### src/hw/aux_io_pkg.sv
// constants, register map and carrier types of the auxiliary digital i/o block
// Notes on behaviour
// - rising input edge launches its configured action
// - falling input edge launches second configured action
// - per-input filter length 0 to 10,000,000 ms
// - each output driven from one selected source
// - fault source: 1 after fault, else 0
// - form source: 1 single, 0 split/three phase
// - relay source: 1 closed and enabled, 0 open
// - program source: 1 program selected, 0 manual
// - remote source: 1 remote, 0 local control
// - transient source: 1 running/paused/stepping, 0 stopped
// - coupling source: 1 transformer, 0 direct coupled
// - per-output polarity inversion complements selected source
// - outputs three/four: 1 turns driver on, line low
// - trigger enable; immediate ignores phase update point
// - run_without_command: trigger starts transient without run
// - strobe pulses on selected start/relay/parameter events
// - inhibit mode: relay closes only with contact closed
// - enable mode: contact or panel controls relay
// - disabled mode: contact has no relay influence
// - sync locks to connector or line, 0.10-5000 Hz
package aux_io_pkg;

  localparam int  CLK_HZ         = 50_000_000;
  localparam int  FILT_MS_MAX    = 10_000_000;
  localparam int  FILT_W         = 24;
  localparam int  MS_CYC         = CLK_HZ / 1000;
  localparam int  SYNC_FMAX_HZ   = 5000;
  localparam int  SYNC_FMIN_CHZ  = 10;
  localparam longint SYNC_MIN_CYC = longint'(CLK_HZ) / SYNC_FMAX_HZ;
  localparam longint SYNC_MAX_CYC = longint'(CLK_HZ) * 100 / SYNC_FMIN_CHZ;

  localparam logic [7:0] OFS_CTRL   = 8'h00;
  localparam logic [7:0] OFS_DOUT   = 8'h04;
  localparam logic [7:0] OFS_ACT    = 8'h08;
  localparam logic [7:0] OFS_FILT0  = 8'h0C;
  localparam logic [7:0] OFS_PHASE  = 8'h18;
  localparam logic [7:0] OFS_STATUS = 8'h1C;

  localparam int CTRL_TRIG_EN   = 0;
  localparam int CTRL_TRIG_IMM  = 1;
  localparam int CTRL_RUN_NOCMD = 2;
  localparam int CTRL_STRB_TRAN = 3;
  localparam int CTRL_STRB_RLY  = 4;
  localparam int CTRL_STRB_PAR  = 5;
  localparam int CTRL_CMODE     = 6;
  localparam int CTRL_SYNC_EN   = 8;
  localparam int CTRL_SYNC_LINE = 9;
  localparam int DOUT_INV       = 4;
  localparam int ACT_FALL       = 8;

  localparam logic [9:0]  CTRL_RST  = 10'h000;
  localparam logic [31:0] DOUT_RST  = 32'h03030303;
  localparam logic [5:0]  ACT_RST   = 6'h00;
  localparam logic [15:0] PHASE_RST = 16'h0000;

  typedef enum logic [3:0] {
    SRC_FAULT = 4'h0, SRC_FORM = 4'h1, SRC_HIGH = 4'h2, SRC_LOW = 4'h3,
    SRC_RELAY = 4'h4, SRC_PROG = 4'h5, SRC_REMOTE = 4'h6, SRC_TRANS = 4'h7,
    SRC_XFMR = 4'h8
  } out_src_e;

  typedef enum logic [1:0] {
    CMODE_OFF = 2'h0, CMODE_INHIBIT = 2'h1, CMODE_ENABLE = 2'h2
  } contact_mode_e;

  // conditions reported by the instrument core
  typedef struct packed {
    logic fault;
    logic form_single;
    logic relay_closed;
    logic program_sel;
    logic remote_ctl;
    logic trans_active;
    logic xfmr_coupled;
    logic trans_start;
    logic param_change;
    logic phase_point;
    logic run_armed;
    logic line_sync;
  } inst_state_s;

endpackage : aux_io_pkg

### src/hw/aux_digital_io_events.sv
// auxiliary digital i/o: filtered inputs, source-selected outputs, trigger, strobe, sync
`timescale 1ns/1ps
`default_nettype none
module aux_digital_io_events #(
  parameter int     FILT_W       = aux_io_pkg::FILT_W,
  parameter longint SYNC_MIN_CYC = aux_io_pkg::SYNC_MIN_CYC,
  parameter longint SYNC_MAX_CYC = aux_io_pkg::SYNC_MAX_CYC
) (
  input  wire logic                    core_clk,
  input  wire logic                    reset,
  input  wire logic                    psel,
  input  wire logic                    penable,
  input  wire logic                    pwrite,
  input  wire logic [7:0]              paddr,
  input  wire logic [31:0]             pwdata,
  output logic      [31:0]             prdata,
  output logic                         pready,
  output logic                         pslverr,
  input  wire aux_io_pkg::inst_state_s inst,
  input  wire logic [2:0]              din,
  input  wire logic                    trig_in,
  input  wire logic                    contact_closed,
  input  wire logic                    panel_relay_req,
  input  wire logic                    ext_sync_in,
  input  wire logic [1:0]              od_in,
  output logic [1:0]                   dout,
  output logic [1:0]                   od_out,
  output logic [1:0]                   od_oe,
  output logic [2:0]                   rise_act,
  output logic [2:0]                   fall_act,
  output logic                         trans_go,
  output logic                         strobe,
  output logic                         relay_cmd,
  output logic                         sync_edge,
  output logic                         sync_lock,
  output logic [15:0]                  phase_ofs
);

  if (FILT_W < 24 || FILT_W > 32) begin : g_chk_filt
    $error("FILT_W must hold 10,000,000 and stay within 32 bits");
  end
  if (SYNC_MIN_CYC < 1 || SYNC_MAX_CYC < SYNC_MIN_CYC || SYNC_MAX_CYC > 64'h7FFFFFFF) begin : g_chk_sync
    $error("sync period bounds out of range");
  end

  localparam logic [31:0] MIN_C = 32'(SYNC_MIN_CYC);
  localparam logic [31:0] MAX_C = 32'(SYNC_MAX_CYC);
  localparam logic [15:0] MS_C  = 16'(aux_io_pkg::MS_CYC - 1);

  typedef struct packed {
    logic [9:0]              ctrl;
    logic [31:0]             dcfg;
    logic [5:0]              act;
    logic [2:0][FILT_W-1:0]  flen;
    logic [15:0]             phase;
    logic [15:0]             ms_cnt;
    logic                    ms_tick;
    logic [2:0]              stable;
    logic [2:0][FILT_W-1:0]  fcnt;
    logic [1:0]              dout;
    logic [1:0]              od_oe;
    logic [2:0]              rise;
    logic [2:0]              fall;
    logic                    trig_prev;
    logic                    trig_pend;
    logic                    go;
    logic                    strobe;
    logic                    relay_prev;
    logic                    relay_cmd;
    logic                    sync_prev;
    logic                    sync_edge;
    logic [31:0]             sync_cnt;
    logic                    sync_lock;
    logic                    pready;
    logic                    pslverr;
    logic [31:0]             prdata;
  } state_s;

  state_s st_q;
  state_s st_d;

  // one selectable condition per output channel
  function automatic logic src_val(input logic [3:0] sel, input aux_io_pkg::inst_state_s s);
    logic v;
    v = 1'b0;
    case (sel)
      aux_io_pkg::SRC_FAULT:  v = s.fault;
      aux_io_pkg::SRC_FORM:   v = s.form_single;
      aux_io_pkg::SRC_HIGH:   v = 1'b1;
      aux_io_pkg::SRC_LOW:    v = 1'b0;
      aux_io_pkg::SRC_RELAY:  v = s.relay_closed;
      aux_io_pkg::SRC_PROG:   v = s.program_sel;
      aux_io_pkg::SRC_REMOTE: v = s.remote_ctl;
      aux_io_pkg::SRC_TRANS:  v = s.trans_active;
      aux_io_pkg::SRC_XFMR:   v = s.xfmr_coupled;
      default:                v = 1'b0;
    endcase
    return v;
  endfunction : src_val

  function automatic logic [7:0] ch_cfg(input logic [31:0] d, input int ch);
    return d[ch*8 +: 8];
  endfunction : ch_cfg

  logic [2:0]  din_in;
  logic        sref;
  logic [31:0] status;
  logic [1:0]  cmode;
  logic [7:0]  cfg;
  logic        ov;
  logic        hit;

  always_comb begin
    st_d    = st_q;
    din_in  = din;
    cmode   = st_q.ctrl[aux_io_pkg::CTRL_CMODE +: 2];
    cfg     = 8'h00;
    ov      = 1'b0;
    hit     = 1'b0;

    // millisecond time base for the input filters
    st_d.ms_tick = (st_q.ms_cnt == MS_C);
    st_d.ms_cnt  = st_d.ms_tick ? 16'h0000 : st_q.ms_cnt + 16'h0001;

    st_d.rise = 3'h0;
    st_d.fall = 3'h0;
    for (int i = 0; i < 3; i++) begin
      if (din_in[i] == st_q.stable[i]) begin
        st_d.fcnt[i] = '0;
      end else if (st_q.flen[i] == '0 ||
                   (st_q.ms_tick && st_q.fcnt[i] + FILT_W'(1) >= st_q.flen[i])) begin
        st_d.stable[i] = din_in[i];
        st_d.fcnt[i]   = '0;
        st_d.rise[i]   = din_in[i] & st_q.act[i];
        st_d.fall[i]   = ~din_in[i] & st_q.act[aux_io_pkg::ACT_FALL - 5 + i];
      end else if (st_q.ms_tick) begin
        st_d.fcnt[i] = st_q.fcnt[i] + FILT_W'(1);
      end
    end

    for (int c = 0; c < 4; c++) begin
      cfg = ch_cfg(st_q.dcfg, c);
      ov  = src_val(cfg[3:0], inst) ^ cfg[aux_io_pkg::DOUT_INV];
      if (c < 2) begin
        st_d.dout[c] = ov;
      end else begin
        st_d.od_oe[c-2] = ov;
      end
    end

    // trigger: immediate fires now, otherwise waits for the phase update point
    st_d.trig_prev = trig_in;
    st_d.go        = 1'b0;
    if (!st_q.ctrl[aux_io_pkg::CTRL_TRIG_EN]) begin
      st_d.trig_pend = 1'b0;
    end else if ((trig_in && !st_q.trig_prev) || st_q.trig_pend) begin
      if (st_q.ctrl[aux_io_pkg::CTRL_TRIG_IMM] || inst.phase_point) begin
        st_d.trig_pend = 1'b0;
        st_d.go = inst.run_armed | st_q.ctrl[aux_io_pkg::CTRL_RUN_NOCMD];
      end else begin
        st_d.trig_pend = 1'b1;
      end
    end

    st_d.relay_prev = inst.relay_closed;
    st_d.strobe = (st_q.ctrl[aux_io_pkg::CTRL_STRB_TRAN] & inst.trans_start) |
                  (st_q.ctrl[aux_io_pkg::CTRL_STRB_RLY] & inst.relay_closed & ~st_q.relay_prev) |
                  (st_q.ctrl[aux_io_pkg::CTRL_STRB_PAR] & inst.param_change);

    case (cmode)
      aux_io_pkg::CMODE_INHIBIT: st_d.relay_cmd = panel_relay_req & contact_closed;
      aux_io_pkg::CMODE_ENABLE:  st_d.relay_cmd = panel_relay_req | contact_closed;
      default:                   st_d.relay_cmd = panel_relay_req;
    endcase

    // sync: lock only while the reference period stays inside the frequency band
    sref = st_q.ctrl[aux_io_pkg::CTRL_SYNC_LINE] ? inst.line_sync : ext_sync_in;
    sref = sref & st_q.ctrl[aux_io_pkg::CTRL_SYNC_EN];
    st_d.sync_prev = sref;
    st_d.sync_edge = sref & ~st_q.sync_prev;
    if (!st_q.ctrl[aux_io_pkg::CTRL_SYNC_EN]) begin
      st_d.sync_lock = 1'b0;
      st_d.sync_cnt  = 32'h00000000;
    end else if (sref && !st_q.sync_prev) begin
      st_d.sync_lock = (st_q.sync_cnt >= MIN_C) && (st_q.sync_cnt <= MAX_C);
      st_d.sync_cnt  = 32'h00000000;
    end else if (st_q.sync_cnt > MAX_C) begin
      st_d.sync_lock = 1'b0;
    end else begin
      st_d.sync_cnt = st_q.sync_cnt + 32'h00000001;
    end

    // apb slave, answers in the first access cycle
    status = {20'h00000, st_q.trig_pend, st_q.sync_lock, st_q.relay_cmd,
              od_in, st_q.od_oe, st_q.dout, st_q.stable};
    st_d.pready  = psel & ~penable;
    st_d.pslverr = 1'b0;
    if (psel && !penable) begin
      hit = 1'b1;
      case (paddr)
        aux_io_pkg::OFS_CTRL:          st_d.prdata = {22'h000000, st_q.ctrl};
        aux_io_pkg::OFS_DOUT:          st_d.prdata = st_q.dcfg;
        aux_io_pkg::OFS_ACT:           st_d.prdata = {21'h000000, st_q.act[5:3], 5'h00, st_q.act[2:0]};
        aux_io_pkg::OFS_FILT0:         st_d.prdata = 32'(st_q.flen[0]);
        aux_io_pkg::OFS_FILT0 + 8'h04: st_d.prdata = 32'(st_q.flen[1]);
        aux_io_pkg::OFS_FILT0 + 8'h08: st_d.prdata = 32'(st_q.flen[2]);
        aux_io_pkg::OFS_PHASE:         st_d.prdata = {16'h0000, st_q.phase};
        aux_io_pkg::OFS_STATUS:        st_d.prdata = status;
        default: begin
          st_d.prdata  = 32'h00000000;
          st_d.pslverr = 1'b1;
          hit = 1'b0;
        end
      endcase
    end
    if (psel && penable && st_q.pready && pwrite && !st_q.pslverr) begin
      case (paddr)
        aux_io_pkg::OFS_CTRL:          st_d.ctrl  = pwdata[9:0];
        aux_io_pkg::OFS_DOUT:          st_d.dcfg  = pwdata;
        aux_io_pkg::OFS_ACT:           st_d.act   = {pwdata[10:8], pwdata[2:0]};
        aux_io_pkg::OFS_FILT0:         st_d.flen[0] = pwdata[FILT_W-1:0];
        aux_io_pkg::OFS_FILT0 + 8'h04: st_d.flen[1] = pwdata[FILT_W-1:0];
        aux_io_pkg::OFS_FILT0 + 8'h08: st_d.flen[2] = pwdata[FILT_W-1:0];
        aux_io_pkg::OFS_PHASE:         st_d.phase = pwdata[15:0];
        default: ;
      endcase
    end
    if (!hit && !(psel && !penable)) begin
      st_d.prdata = st_q.prdata;
    end
  end

  always_ff @(posedge core_clk or posedge reset) begin
    if (reset) begin
      st_q       <= '0;
      st_q.ctrl  <= aux_io_pkg::CTRL_RST;
      st_q.dcfg  <= aux_io_pkg::DOUT_RST;
      st_q.act   <= aux_io_pkg::ACT_RST;
      st_q.phase <= aux_io_pkg::PHASE_RST;
    end else begin
      st_q <= st_d;
    end
  end

  assign prdata    = st_q.prdata;
  assign pready    = st_q.pready;
  assign pslverr   = st_q.pslverr;
  assign dout      = st_q.dout;
  assign od_out    = 2'b00;
  assign od_oe     = st_q.od_oe;
  assign rise_act  = st_q.rise;
  assign fall_act  = st_q.fall;
  assign trans_go  = st_q.go;
  assign strobe    = st_q.strobe;
  assign relay_cmd = st_q.relay_cmd;
  assign sync_edge = st_q.sync_edge;
  assign sync_lock = st_q.sync_lock;
  assign phase_ofs = st_q.phase;

  property p_filt_zero;
    @(posedge core_clk) disable iff (reset)
      (st_q.flen[0] == '0 && din[0] != st_q.stable[0]) |=> (st_q.stable[0] == $past(din[0]));
  endproperty
  a_filt_zero: assert property (p_filt_zero) else $error("zero-length filter did not pass level");

  property p_rise_act;
    @(posedge core_clk) disable iff (reset)
      $rose(st_q.stable[1]) |-> (rise_act[1] == $past(st_q.act[1]));
  endproperty
  a_rise_act: assert property (p_rise_act) else $error("rising edge action mismatch");

  property p_fall_act;
    @(posedge core_clk) disable iff (reset)
      $fell(st_q.stable[2]) |-> (fall_act[2] == $past(st_q.act[5]));
  endproperty
  a_fall_act: assert property (p_fall_act) else $error("falling edge action mismatch");

  property p_fault_src;
    @(posedge core_clk) disable iff (reset)
      (st_q.dcfg[7:0] == 8'h00) |=> (dout[0] == $past(inst.fault));
  endproperty
  a_fault_src: assert property (p_fault_src) else $error("fault source not on output one");

  property p_inv_low;
    @(posedge core_clk) disable iff (reset)
      (st_q.dcfg[15:8] == 8'h13) [*2] |-> dout[1];
  endproperty
  a_inv_low: assert property (p_inv_low) else $error("inverted low source not high");

  property p_od_high;
    @(posedge core_clk) disable iff (reset)
      (st_q.dcfg[23:16] == 8'h02) |=> od_oe[0] && !od_out[0];
  endproperty
  a_od_high: assert property (p_od_high) else $error("open-drain driver not on for logic 1");

  property p_inhibit;
    @(posedge core_clk) disable iff (reset)
      (st_q.ctrl[7:6] == 2'h1 && !contact_closed) |=> !relay_cmd;
  endproperty
  a_inhibit: assert property (p_inhibit) else $error("relay closed without contact");

  property p_enable;
    @(posedge core_clk) disable iff (reset)
      (st_q.ctrl[7:6] == 2'h2 && (contact_closed || panel_relay_req)) |=> relay_cmd;
  endproperty
  a_enable: assert property (p_enable) else $error("contact or panel ignored in enable mode");

  property p_contact_off;
    @(posedge core_clk) disable iff (reset)
      (st_q.ctrl[7:6] == 2'h0) |=> (relay_cmd == $past(panel_relay_req));
  endproperty
  a_contact_off: assert property (p_contact_off) else $error("contact influenced relay when off");

  property p_trig_imm;
    @(posedge core_clk) disable iff (reset)
      (st_q.ctrl[2:0] == 3'h7 && trig_in && !st_q.trig_prev) |=> trans_go ##1 !trans_go;
  endproperty
  a_trig_imm: assert property (p_trig_imm) else $error("immediate run_without_command trigger missed");

  property p_strobe_par;
    @(posedge core_clk) disable iff (reset)
      (st_q.ctrl[5] && inst.param_change) |=> strobe;
  endproperty
  a_strobe_par: assert property (p_strobe_par) else $error("parameter change strobe missing");

  property p_strobe_rly;
    @(posedge core_clk) disable iff (reset)
      (st_q.ctrl[4] && inst.relay_closed && !st_q.relay_prev) |=> strobe;
  endproperty
  a_strobe_rly: assert property (p_strobe_rly) else $error("relay close strobe missing");

  property p_trig_wait;
    @(posedge core_clk) disable iff (reset)
      (st_q.ctrl[1:0] == 2'h1 && st_q.trig_pend && !inst.phase_point) |=> !trans_go;
  endproperty
  a_trig_wait: assert property (p_trig_wait) else $error("trigger fired before update point");

  property p_trig_off;
    @(posedge core_clk) disable iff (reset)
      (!st_q.ctrl[0] && trig_in && !st_q.trig_prev) |=> !trans_go;
  endproperty
  a_trig_off: assert property (p_trig_off) else $error("disabled trigger fired");

  property p_sync_band;
    @(posedge core_clk) disable iff (reset)
      (st_q.ctrl[8] && st_q.sync_cnt > MAX_C) |=> !sync_lock;
  endproperty
  a_sync_band: assert property (p_sync_band) else $error("lock held outside frequency band");

  property p_xfmr_src;
    @(posedge core_clk) disable iff (reset)
      (st_q.dcfg[31:24] == 8'h08) |=> (od_oe[1] == $past(inst.xfmr_coupled));
  endproperty
  a_xfmr_src: assert property (p_xfmr_src) else $error("coupling source not on output four");

endmodule : aux_digital_io_events
`default_nettype wire

### config.mk
export PLATFORM = sky130hd
export DESIGN_NAME = aux_digital_io_events
export DESIGN_NICKNAME = d
export VERILOG_FILES = /design/src/hw/aux_io_pkg.sv /design/src/hw/aux_digital_io_events.sv
export SDC_FILE = /design/constraint.sdc
export NUM_CORES = 1
export LEC_CHECK = 0
export ABC_CLOCK_PERIOD_IN_PS = 15400
export BUFFER_PORTS_ARGS = -buffer_cell sky130_fd_sc_hd__buf_2
export CORE_ASPECT_RATIO = 0.9
export CORE_MARGIN = 2
export CORE_UTILIZATION = 25
export DETAILED_ROUTE_END_ITERATION = 8
export HOLD_SLACK_MARGIN = 0.05
export PLACE_DENSITY_LB_ADDON = 0.1
export SLEW_MARGIN = 20
export SYNTH_ARGS = -nofsm -noshare
export SYNTH_HDL_FRONTEND = slang
export SYNTH_SLANG_ARGS = --single-unit
### constraint.sdc
create_clock -name core_clk -period 15.4 [get_ports core_clk]
set_input_delay 1.54 -clock core_clk [delete_from_list [all_inputs] [get_ports core_clk]]
set_output_delay 1.54 -clock core_clk [all_outputs]
set_load 0.01 [all_outputs]
# Word level (Yosys, flattened, before mapping)
# Cells that the tools add are included.
# op_classes
addsub	5
n_reduce_logical	46
muxes	42
n_eq_ne	44
n_lt_le_gt_ge	6
bitwise	32
# ops
operator	n
32-bit case mux with 8 select lines	1
24-bit 2-to-1 mux	9
33-bit 2-to-1 mux	3
24-bit by 1-bit adder with 24-bit output, second input constant	3
24-bit >= comparator	3
24-bit zero test	3
4-bit by 3-bit equality test with 1-bit output, second input constant	16
32-bit by 1-bit adder with 32-bit output, second input constant	1
8-bit by 5-bit equality test with 1-bit output, second input constant	4
32-bit by 14-bit >= comparator with 1-bit output, second input constant	1
32-bit by 29-bit > comparator with 1-bit output, second input constant	1
32-bit by 29-bit <= comparator with 1-bit output, second input constant	1
32-bit 2-to-1 mux	1
1-bit case mux with 8 select lines	4
2-bit AND reduction	11
1-bit 2-to-1 mux	21
16-bit by 1-bit adder with 16-bit output, second input constant	1
16-bit equality test, second input constant	1
4-bit by 1-bit equality test with 1-bit output, second input constant	4
4-bit by 2-bit equality test with 1-bit output, second input constant	4
4-bit equality test, second input constant	4
8-bit by 4-bit equality test with 1-bit output, second input constant	2
4-bit zero test	4
16-bit 2-to-1 mux	1
19 further kinds	71
# word_totals
output_inout_bits	67
ff_bits	313

# Depth between registers and ports, before layout
# Gate-level depths: netlist of the first run.
# depth
ltp_word	8
ltp_mapped	14
mapped_depth_nobuf	13

# Worst setup path before layout of the first run
# Ideal clock, no wire load.
# synth_path
path_type	flip-flop to flip-flop
startpoint	reg st_q[133] (netlist bit)
endpoint	reg st_q[151] (netlist bit)
setup_slack_ns	11.559
stages_incl_launch_ff	14
arrival_ns	3.754
setup_time_ns	0.087
cell_sequence	dfrtp_1 -> ha_1 -> nand3_1 -> or3_1 -> nor2_1 -> and3_1 -> xor2_1 -> ha_1 -> a21oi_1 -> nand2_1 -> a221oi_1 -> nor2_1 -> or4_1 -> nor3_1
# synth_between
elab_chain_cells	6
# synth_rtl
element	line	rtl
start, declared	aux_digital_io_events.sv:79	state_s st_q;
start signal, assigned	aux_digital_io_events.sv:241	st_q <= st_d;
24-bit by 1-bit adder with 24-bit output *	aux_digital_io_events.sv:131, aux_digital_io_events.sv:137	
24-bit >= comparator	aux_digital_io_events.sv:131	(st_q.ms_tick && st_q.fcnt[i] + FILT_W'(1) >= st_q.flen[i])) begin
1-bit logical AND	aux_digital_io_events.sv:131	
1-bit logical OR	aux_digital_io_events.sv:130	end else if (st_q.flen[i] == '0 ||
24-bit 2-to-1 mux	aux_digital_io_events.sv:130	
24-bit 2-to-1 mux	aux_digital_io_events.sv:128	if (din_in[i] == st_q.stable[i]) begin
# Every way passes the cells marked *; elsewhere a longest branch is shown, timed or not. The select of a mux whose other input is x is not followed.
# A chain may end at the register's enable or synchronous reset.

# Worst setup path after layout of the first run
# Same ends and word-level chain as after synthesis.

==> impl_metrics.yaml, run 1 <==
synth:
  synth-simple-area-share: 0.158
  part_of_the_yosys_area_used_for_sequential_elements: 0.446
  synth_top_family_by_area: "simple AND/OR/NAND/NOR gates"
  fraction_of_synthesized_area_in_multiplexers: 0.102
  syn_inst: 1726
  synth.ff_latch_count: 313
  synth_xor_area_frac: 0.0373
  synth-warning-count: 0
  async_reset_ff_frac: 1.00
  synth_compound_gate_area_share: 0.141
  synth_area_sq_um: 17600
  mean_syn_cell_area_sq_um: 10.2
  ys.flop_type: "sky130_fd_sc_hd__dfrtp_1"
  post_synth_fa_ha_maj_area_fraction: 0.0569
  synth-edff-count: 0
  post_synth_num_cell_types: 71
worst_setup_path:
  worstReg2RegStart: "st_q[133]$_DFFE_PP0P_"
  worstPathArrival_ns: 5.15
  slowest_stage: "sky130_fd_sc_hd__a221oi_1"
  cp_max_fo: 8
  reg2regPathDepth: 13
  critical_path.top_delay_family: "simple AND/OR/NAND/NOR gates"
  crit_end_element: "flip-flop"
  cp_slowest_stage_delay_ns: 0.79
  worstSetupStartpointType: "flip-flop"
  path_class: "flip-flop to flip-flop"
  cp_cell_sequence: "ha_1, nand3_1, or3_1, nor2_1, and3_1, xor2_1, ha_1, a21oi_1, nand2_1, a221oi_1, nor2_1, or4_1, nor3_1"
  worst-endpoint-required_ns: 15.87
  capture_point_of_the_worst_reg_to_reg_path: "st_q[151]$_DFFE_PP0P_"
  rrSetupSlack_ns: 10.72
  crit_buf_inv: 0
layout:
  syn_to_final_growth_pct: 14.8
  layout_cells_sized_above_1: 0.213
  multi_input_gate_area_sq_um: 8760
  finalNonFillerCells: 2767
  final.fill_count: 7382
  finalNetCount: 1943
  register_area_sq_um: 7840
  insertedDiodeCount: 0
cts:
  cts_made_buffers: 40
  holdBufCountCts: 0
  h-tree-depth: 2
  ctsRootBufferMaster: "sky130_fd_sc_hd__clkbuf_16"
  postCtsSetupBuffers: 0
  tritoncts: "yes"
  ctsResizeCount: 0
  cts-root-to-sink-buffers: 3
  worst_setup_hold_path_clk_slew_ns: 0.06
  sinks_on_the_clock_net: 313
  worst_skew_pair.late_latency_ns: 0.57
power_and_ir_drop:
  power_density_nw_per_um2: 91.7
  power.clock.fraction: 0.514
  power_uw: 1850
  netSwitchingFraction: 0.237
  net-switching-power_uw: 439
  p_comb_frac: 0.037
  power_report.internal_total_uw: 1410
  sequentialPowerShare: 0.449
  power.ir.vdd_worst_mv: 0.0686
  p_leak_uw: 0.00936
route:
  wirelength_um: 60600
  route.detailed.drc: 0
  drtIter0Drc: 860
  antenna_left: 0
  avgRoutedWirePerCell_um: 21.9
  detailedRoute.firstPassIterationCount: 5
  viasPerCell: 4.97
  via_count: 13700
sta:
  number_of_hold_violations_in_the_final_report: 0
  period_needed_ns: 4.68
  finalSetupTns_ns: 0
  final-setup-viol-count: 0
  timing.final.max_slew_violations: 0
  finalClockSkew_ns: 0.0252
  max_freq_ghz: 0.214
  timing.slew.headroom: 0.214
  worst-slew-pin-transition_ns: 1.17
  unrepaired_setup_endpoints_after_global_routing: "no"
  post-route-period-util: 0.304
die:
  design.die.area_sq_um: 72500
  start_util: 0.252
  row_count: 92
  core_sq_um: 69900
  floorplan.die.width_um: 284
  io_pins: 133
  die_h_um: 256
grt:
  gr-usage-all-layers: 0.167
  grt_pass1_vias: 13700
  grt_remaining_overflow: 0
  pin_count_of_the_biggest_net_entering_global_routing: 129
  grt_first_pass_wirelength_um: 91900
  antenna_found_initial: 7
worst_hold_path:
  hold_path_end: "strobe$_DFF_PP0_"
  hold_start: "st_q[70]$_DFF_PP0_"
  worst_hold_path.num_cells: 1
  hold_path.class: "flip-flop to flip-flop"
placement:
  numPlacedInstances: 2695
  place.port_buffers: 130
  post-dp-hpwl_um: 44600
  place.gp.congestion: 0.805
job:
  cap_violations: 0
run_status:
  run_status: "finished, final reports clean"
how the worst max path moves through the flow:
stage,start,cells after the start,end
floorplan,reset,1,cfg[2]$_DFFE_PP0P_
global placement,reset,5,st_q[225]$_DFFE_PP0P_
detailed placement,reset,5,st_q[284]$_DFFE_PP0P_
CTS,st_q[109]$_DFFE_PP0P_,13,st_q[111]$_DFFE_PP0P_
global route,st_q[85]$_DFFE_PP0P_,13,st_q[87]$_DFFE_PP0P_
finish,st_q[133]$_DFFE_PP0P_,13,st_q[151]$_DFFE_PP0P_
final cells by class:
cell class	instances	share of cell area
sequential	313	0.388
tap	940	0.0582
timing repair buffer	145	0.0378
clock inverter	9	0.00669
clock buffer	63	0.0578
multi-input combinational	1203	0.434
inverter	94	0.0178
placed cells by master (no fill, tap or decap), types with 5 or more instances in the layout:
cell / netlist / final
sky130_fd_sc_hd__nor2_1: 74 / 69
sky130_fd_sc_hd__a211oi_1: 22 / 22
sky130_fd_sc_hd__buf_2: 10 / 130
sky130_fd_sc_hd__nor4_1: 35 / 35
sky130_fd_sc_hd__o21ai_0: 73 / 73
sky130_fd_sc_hd__xnor2_1: 33 / 33
sky130_fd_sc_hd__a32o_1: 30 / 30
sky130_fd_sc_hd__mux2i_1: 17 / 17
sky130_fd_sc_hd__dfrtp_1: 305 / 305
sky130_fd_sc_hd__nand3_1: 60 / 60
sky130_fd_sc_hd__nand4b_1: 5 / 5
sky130_fd_sc_hd__a21oi_1: 65 / 65
sky130_fd_sc_hd__inv_1: 92 / 91
sky130_fd_sc_hd__o31ai_1: 8 / 8
sky130_fd_sc_hd__or3_1: 19 / 19
sky130_fd_sc_hd__mux2_2: 143 / 143
sky130_fd_sc_hd__xor2_1: 42 / 42
sky130_fd_sc_hd__or2_2: 14 / 14
sky130_fd_sc_hd__clkbuf_16: 0 / 40
sky130_fd_sc_hd__and2_1: 13 / 13
sky130_fd_sc_hd__buf_4: 60 / 15
sky130_fd_sc_hd__nand2_1: 159 / 156
sky130_fd_sc_hd__and4_1: 13 / 13
sky130_fd_sc_hd__nor2_2: 1 / 6
sky130_fd_sc_hd__ha_1: 80 / 80
sky130_fd_sc_hd__and3_1: 22 / 22
sky130_fd_sc_hd__nand2b_1: 13 / 12
sky130_fd_sc_hd__a22o_1: 41 / 41
sky130_fd_sc_hd__clkbuf_1: 40 / 15
sky130_fd_sc_hd__nor2b_1: 12 / 11
sky130_fd_sc_hd__clkbuf_8: 0 / 8
sky130_fd_sc_hd__o211ai_1: 17 / 17
sky130_fd_sc_hd__nand4_1: 36 / 36
sky130_fd_sc_hd__a21o_1: 19 / 19
sky130_fd_sc_hd__a22oi_1: 17 / 17
sky130_fd_sc_hd__a221oi_1: 16 / 16
sky130_fd_sc_hd__nor3_1: 25 / 24
sky130_fd_sc_hd__or4_1: 20 / 20
sky130_fd_sc_hd__dfstp_2: 8 / 8
logic make-up after synthesis:
kind of cell	Yosys count
AOI/OAI and AO/OA	349
xor gates and xnor gates	75
adders and majority gates	80
buffers and inverters	211
DFF	313
muxes	161
other	1
and+or+nand+nor	536
routing by layer:
layer  wire (um)  track usage
met1       29300        0.235
met2       27600        0.262
met3        2460       0.0289
met4        1300       0.0437
met5           0            0
cell usage after synthesis (all sizes together) (40+ instances only):
| cell | number | area (sq um) |
|---|---|---|
| a21oi | 65 | 325 |
| a22o | 41 | 359 |
| buf | 77 | 527 |
| clkbuf | 40 | 150 |
| dfrtp | 305 | 7630 |
| ha | 80 | 1000 |
| inv | 93 | 349 |
| mux2 | 143 | 1610 |
| nand2 | 159 | 597 |
| nand3 | 60 | 300 |
| nor2 | 75 | 284 |
| o21ai | 77 | 385 |
| xor2 | 42 | 368 |
stage by stage:
stage	setup slack, ns	hold slack (ns)	util	area [sq um]
finish	10.72	0.430	0.289	20200
floorplan	5.22	0.410	-	17600
global placement	10.31	0.419	0.270	18900
detailed placement	10.28	0.429	0.270	18900
global route	10.28	0.447	0.289	20200
CTS	10.61	0.432	0.289	20200
power groups by stage:
stage | sequential, uW | combinational [uW] | clock [uW]
floorplan | 843 | 35.1 | 0
global placement | 846 | 70.9 | 0
detailed placement | 846 | 71.5 | 0
CTS | 831 | 71.6 | 991
global route | 831 | 77.7 | 1020
finish | 831 | 69.1 | 952
registers in the layout, summed over array words and instances, names as in the netlist:
signal / flops
phase_ofs: 16
cfg: 8
pslverr: 1
od_oe: 2
relay_cmd: 1
trans_go: 1
prdata: 32
pready: 1
sync_lock: 1
strobe: 1
cmode: 2
sync_edge: 1
rise_act: 3
dout: 2
fall_act: 3
st_q: 238
No activity file was read; power rests on OpenSTA's default activity.
==> run 2: changes to the inputs <==
--- a/config.mk
+++ b/config.mk
@@ -5,7 +5,7 @@
 export SDC_FILE = /design/constraint.sdc
 export NUM_CORES = 1
 export LEC_CHECK = 0
-export ABC_CLOCK_PERIOD_IN_PS = 15400
+export ABC_CLOCK_PERIOD_IN_PS = 4200
 export BUFFER_PORTS_ARGS = -buffer_cell sky130_fd_sc_hd__buf_2
 export CORE_ASPECT_RATIO = 0.9
 export CORE_MARGIN = 2
==> constraint.sdc (replaced) <==
create_clock -name core_clk -period 4.2 [get_ports core_clk]
set_input_delay 0.42 -clock core_clk [delete_from_list [all_inputs] [get_ports core_clk]]
set_output_delay 0.42 -clock core_clk [all_outputs]
set_load 0.01 [all_outputs]
==> run 2 against run 1 <==
- sequential power grew to 3.7 times the previous value
- total power grew to 3.9 times the previous value
- final cell count rose by 1.4%
- highest routed layer unchanged
- critical path depth unchanged
- maximum frequency increased by 19%
- via count shrank 0.38%
- worst hold slack got worse by 0.34 ns
==> impl_metrics.yaml, run 2 (synthesized netlist as in run 1, its figures left out) <==
placement:
  place.gp.congestion: 0.783
  place.port_buffers: 130
  post-dp-hpwl_um: 43200
  dp_worst_setup_slack_ns: 0.295
worst_setup_path:
  worstPathArrival_ns: 4.35
  crit_cells: 13
  cp_cell_sequence: "ha_1, nand3_1, or3_1, nor2_1, xor2_1, ha_1, nand4_1, nor3_1, or4b_1, a31o_2, and2_1, buf_4, a32o_1"
  timing.critical_path.mode_cell: "sky130_fd_sc_hd__ha_1"
  worstSetupStartpointType: "flip-flop"
  crit_buf_inv: 1
  worst-endpoint-required_ns: 4.63
  crit_end_element: "flip-flop"
  path_class: "flip-flop to flip-flop"
  reg2regPathDepth: 13
  cp_max_fo: 6
  slowest_stage: "sky130_fd_sc_hd__or4b_1"
  critical_path.top_delay_family: "simple AND/OR/NAND/NOR gates"
  cp_slowest_stage_delay_ns: 0.53
route:
  drtIter0Drc: 813
  via_count: 13700
  wirelength_um: 59200
  avgRoutedWirePerCell_um: 21.1
  route.detailed.drc: 0
  viasPerCell: 4.88
  antenna_left: 0
  detailedRoute.firstPassIterationCount: 5
grt:
  grt_pass1_vias: 13700
  pin_count_of_the_biggest_net_entering_global_routing: 163
  grt_first_pass_wirelength_um: 90400
  grt_remaining_overflow: 0
  antenna_found_initial: 8
  gr-usage-all-layers: 0.162
layout:
  syn_to_final_growth_pct: 17.5
  largest_reg_flops: 238
  layout_common_cells: "sky130_fd_sc_hd__dfrtp_1 (305), sky130_fd_sc_hd__nand2_1 (159), sky130_fd_sc_hd__mux2_2 (143), sky130_fd_sc_hd__buf_2 (130), sky130_fd_sc_hd__inv_1 (91)"
  layout_cells_sized_above_1: 0.224
  finalNetCount: 1980
  largest_register: "st_q"
  layout.cells.most_common: "sky130_fd_sc_hd__dfrtp_1"
worst_hold_path:
  worst_hold_path.num_cells: 2
  hold_path.class: "input pin to flip-flop"
power_and_ir_drop:
  power_density_nw_per_um2: 348
  power.ir.vdd_worst_mv: 0.245
  power_uw: 7190
  p_leak_uw: 0.00962
sta:
  post-route-period-util: 0.933
  timing.final.max_slew_violations: 0
  max_freq_ghz: 0.255
  period_needed_ns: 3.92
  final-setup-viol-count: 0
  unrepaired_setup_endpoints_after_global_routing: "no"
  timing.slew.headroom: 0.282
  final.setup.worst_slack_ns: 0.281
  finalClockSkew_ns: 0.0314
  number_of_hold_violations_in_the_final_report: 0
  worst-slew-pin-transition_ns: 1.08
cts:
  cts-root-to-sink-buffers: 3
  ctsRootBufferMaster: "sky130_fd_sc_hd__clkbuf_16"
  worst_setup_hold_path_clk_slew_ns: 0.06
  worst_skew_pair.late_latency_ns: 0.57
  sinks_on_the_clock_net: 313
  tritoncts: "yes"
  cts_made_buffers: 41
  postCtsSetupBuffers: 0
  h-tree-depth: 2
die:
  die_h_um: 256
  design.die.area_sq_um: 72500
  start_util: 0.252
  io_pins: 133
  row_count: 92
  floorplan.die.width_um: 284
  core_sq_um: 69900
run_status:
  run_status: "finished, final reports clean"
job:
  cap_violations: 0
run 2: changes by cell type in the layout (fill, tap and decap cells not counted), moves of 4 or more:
cell,delta
sky130_fd_sc_hd__bufinv_16,+6
sky130_fd_sc_hd__dlygate4sd3_1,+10
sky130_fd_sc_hd__clkbuf_8,-4
sky130_fd_sc_hd__buf_4,+24
sky130_fd_sc_hd__clkbuf_1,-5
run 2: area by class of cell:
cell class	count	area [sq um]
multi-input cells	1203	8760
diodes	2	5.00
inverters	94	357
well taps	940	1180
clock buffers	56	1140
repair buffers	181	1080
flip-flops and latches	313	7840
clock inverters	16	320
fillers	7317	49200
run 2: what timing repair did:
item	4_1_cts	5_1_grt
endpoints found under the setup margin	0	10
hold endpoints to repair	10	0
hold buffers	10	0
gates resized for setup	0	1
run 2: through the flow:
step	hold slack, ns	util	area [sq um]	TNS [ns]	cells
final	0.0886	0.296	20700	0	2805
after global routing	0.0649	0.296	20700	0	2803
after CTS	0.0533	0.296	20700	0	2803
after detailed placement	0.321	0.273	19100	0	2721
after global placement	0.316	0.273	19100	0	2721
after floorplan	0.410	-	17600	-116.62	1727
run 2: path summary, 6_finish.rpt:
kind,end,slack [ns],from
max reg2reg,st_q[134]$_DFFE_PP0P_,0.28,st_q[133]$_DFFE_PP0P_
min in group asynchronous,relay_cmd$_DFF_PP0_,0.32,reset
max,st_q[134]$_DFFE_PP0P_,0.28,st_q[133]$_DFFE_PP0P_
min reg2reg,strobe$_DFF_PP0_,0.43,st_q[70]$_DFF_PP0_
max in group asynchronous,prdata[23]$_DFFE_PP0P_,2.75,reset
min,cfg[2]$_DFFE_PP0P_,0.09,pwdata[26]
run 2: power by group:
part	switching, uW	total, uW	leakage [uW]	internal, uW
clock network	1430	3890	0.000716	2460
logic	184	258	0.00459	73.7
registers	17.1	3050	0.00431	3030
run 2: routing by layer:
metal | share of wire | GRT usage
met5 | 0 | 0
met2 | 0.46 | 0.256
met1 | 0.49 | 0.236
met4 | 0.016 | 0.0334
met3 | 0.033 | 0.0193
==> run 3: changes to the inputs <==
--- a/config.mk
+++ b/config.mk
@@ -12,7 +12,7 @@
 export CORE_UTILIZATION = 25
 export DETAILED_ROUTE_END_ITERATION = 8
 export HOLD_SLACK_MARGIN = 0.05
-export PLACE_DENSITY_LB_ADDON = 0.1
+export PLACE_DENSITY_LB_ADDON = 0.08
 export SLEW_MARGIN = 20
 export SYNTH_ARGS = -nofsm -noshare
 export SYNTH_HDL_FRONTEND = slang
==> run 3 against run 2 <==
- critical path depth unchanged
- maximum frequency increased by 1.5%
- non-clock buffer count increased by 4
- total power shrank 1.9%
- sequential power barely moved
- critical path type unchanged
- largest cell class unchanged
==> impl_metrics.yaml, run 3 (synthesized netlist as in run 1, its figures left out) <==
grt:
  grt_remaining_overflow: 0
  grt_pass1_vias: 13900
  antenna_found_initial: 2
  global_route.usage.met3: 0.0243
  pin_count_of_the_biggest_net_entering_global_routing: 94
  grt_first_pass_wirelength_um: 91100
  grt_use_met2: 0.262
  groute.layer.met1.usage: 0.229
  grt_busiest_layer: "met2"
  gr-usage-all-layers: 0.164
worst_setup_path:
  path_class: "flip-flop to flip-flop"
  cp_cell_sequence: "nand4_1, or3_1, buf_4, nor2_1, nand2_1, xnor2_1, ha_1, a21oi_1, o21ai_0, a221oi_1, nor2_1, or4_1, nor3_1"
  worstSetupStartpointType: "flip-flop"
  slowest_stage: "sky130_fd_sc_hd__or4_1"
  crit_buf_inv: 1
  worst-endpoint-required_ns: 4.67
  worstPathArrival_ns: 4.33
  cp_max_fo: 7
  timing.critical_path.mode_cell: "sky130_fd_sc_hd__nor2_1"
  crit_end_element: "flip-flop"
  cp_slowest_stage_delay_ns: 0.54
  critical_path.top_delay_family: "simple AND/OR/NAND/NOR gates"
layout:
  largest_register: "st_q"
  multi_input_gate_area_sq_um: 8760
  layout.cells.most_common: "sky130_fd_sc_hd__dfrtp_1"
  layout_cells_sized_above_1: 0.230
  final_area_sq_um: 20700
  final.fill_count: 7350
  layout_common_cells: "sky130_fd_sc_hd__dfrtp_1 (305), sky130_fd_sc_hd__nand2_1 (159), sky130_fd_sc_hd__mux2_2 (143), sky130_fd_sc_hd__buf_2 (130), sky130_fd_sc_hd__inv_1 (91)"
  post-route-util: 0.296
  largest_reg_flops: 238
  syn_to_final_growth_pct: 17.6
  register_area_sq_um: 7840
  finalNetCount: 1984
cts:
  worst_skew_pair.late_latency_ns: 0.57
  h-tree-depth: 2
  tritoncts: "yes"
  sinks_on_the_clock_net: 313
  cts_made_buffers: 41
  cts-root-to-sink-buffers: 3
  worst_setup_hold_path_clk_slew_ns: 0.06
  ctsRootBufferMaster: "sky130_fd_sc_hd__clkbuf_16"
  postCtsSetupBuffers: 0
worst_hold_path:
  hold_path.class: "input pin to flip-flop"
sta:
  period_needed_ns: 3.86
  final.hold.worst_slack_ns: 0.0810
  post-route-period-util: 0.919
  number_of_hold_violations_in_the_final_report: 0
  worst-slew-pin-transition_ns: 1.05
  timing.final.max_slew_violations: 0
  unrepaired_setup_endpoints_after_global_routing: "no"
  finalSetupTns_ns: 0
  finalClockSkew_ns: 0.0285
  final-setup-viol-count: 0
  final.setup.worst_slack_ns: 0.339
  max_freq_ghz: 0.259
  timing.slew.headroom: 0.297
die:
  core_sq_um: 69900
  design.die.area_sq_um: 72500
  die_h_um: 256
  io_pins: 133
  row_count: 92
  floorplan.die.width_um: 284
  start_util: 0.252
run_status:
  run_status: "finished, final reports clean"
placement:
  place_area_sq_um: 19200
  place.gp.congestion: 0.811
  place.port_buffers: 130
  post-dp-hpwl_um: 44200
  dp_worst_setup_slack_ns: 0.276
route:
  antenna_left: 0
  viasPerCell: 4.88
  drtIter0Drc: 779
  avgRoutedWirePerCell_um: 21.3
  via_count: 13700
  wirelength_um: 59900
  route.detailed.drc: 0
  detailedRoute.firstPassIterationCount: 5
power_and_ir_drop:
  p_leak_uw: 0.00962
  power.ir.vdd_worst_mv: 0.241
  power_density_nw_per_um2: 341
job:
  cap_violations: 0
==> run 3: changes by cell type in the layout (fill, tap and decap cells not counted), moves of 2 or more <==
cell                            previous run  this run
sky130_fd_sc_hd__clkbuf_8                  4         9
sky130_fd_sc_hd__buf_12                    2         4
sky130_fd_sc_hd__nor4_2                    2         4
sky130_fd_sc_hd__dlygate4sd3_1            10         8
sky130_fd_sc_hd__bufinv_16                 9         5
sky130_fd_sc_hd__clkinv_2                  5         7
sky130_fd_sc_hd__clkinvlp_4                1         3
sky130_fd_sc_hd__nor4_1                   35        33
sky130_fd_sc_hd__clkbuf_1                 10         7
sky130_fd_sc_hd__buf_4                    39        43
==> run 3: through the flow <==
step | instances | total power [uW]
global route | 2809 | 7340
global placement | 2727 | 3370
finish | 2810 | 7050
CTS | 2808 | 7200
floorplan | 1727 | 3220
detailed placement | 2727 | 3370
==> run 3: area by class of cell <==
cell class                 count  area share
multi-input combinational   1203       0.423
sequential                   313       0.379
clock buffer                  58      0.0580
tap                          940      0.0568
timing repair buffer         185      0.0548
inverter                      94      0.0172
clock inverter                15      0.0105
antenna                        2    0.000242
==> run 3: repair_timing <==
action | 4_1_cts | 5_1_grt
gates resized for setup | 0 | 5
setup endpoints to repair | 0 | 43
hold endpoints to repair | 28 | 0
hold buffers | 8 | 0
==> run 3: worst paths after layout <==
path / from / endpoint / slack, ns / depth (start not counted)
max reg2reg: st_q[136]$_DFFE_PP0P_ / st_q[151]$_DFFE_PP0P_ / 0.34 / 13
min reg2reg: st_q[70]$_DFF_PP0_ / strobe$_DFF_PP0_ / 0.45 / 1
min: pwdata[28] / cfg[4]$_DFFE_PP0P_ / 0.08 / 2
min in group asynchronous: reset / prdata[0]$_DFFE_PP0P_ / 0.54 / 3
max in group asynchronous: reset / st_q[89]$_DFFE_PP0P_ / 2.63 / 4
max: st_q[136]$_DFFE_PP0P_ / st_q[151]$_DFFE_PP0P_ / 0.34 / 13
==> run 3: metal layers <==
| metal | part of all wire | wire length, um |
|---|---|---|
| met4 | 0.026 | 1580 |
| met5 | 0 | 0 |
| met3 | 0.033 | 1960 |
| met1 | 0.48 | 28700 |
| met2 | 0.46 | 27600 |
==> run 3: power breakdown <==
part           switching [uW]  internal (uW)  total (uW)
combinational             187           77.5         264
sequential               17.1           3030        3050
clock                    1450           2300        3740
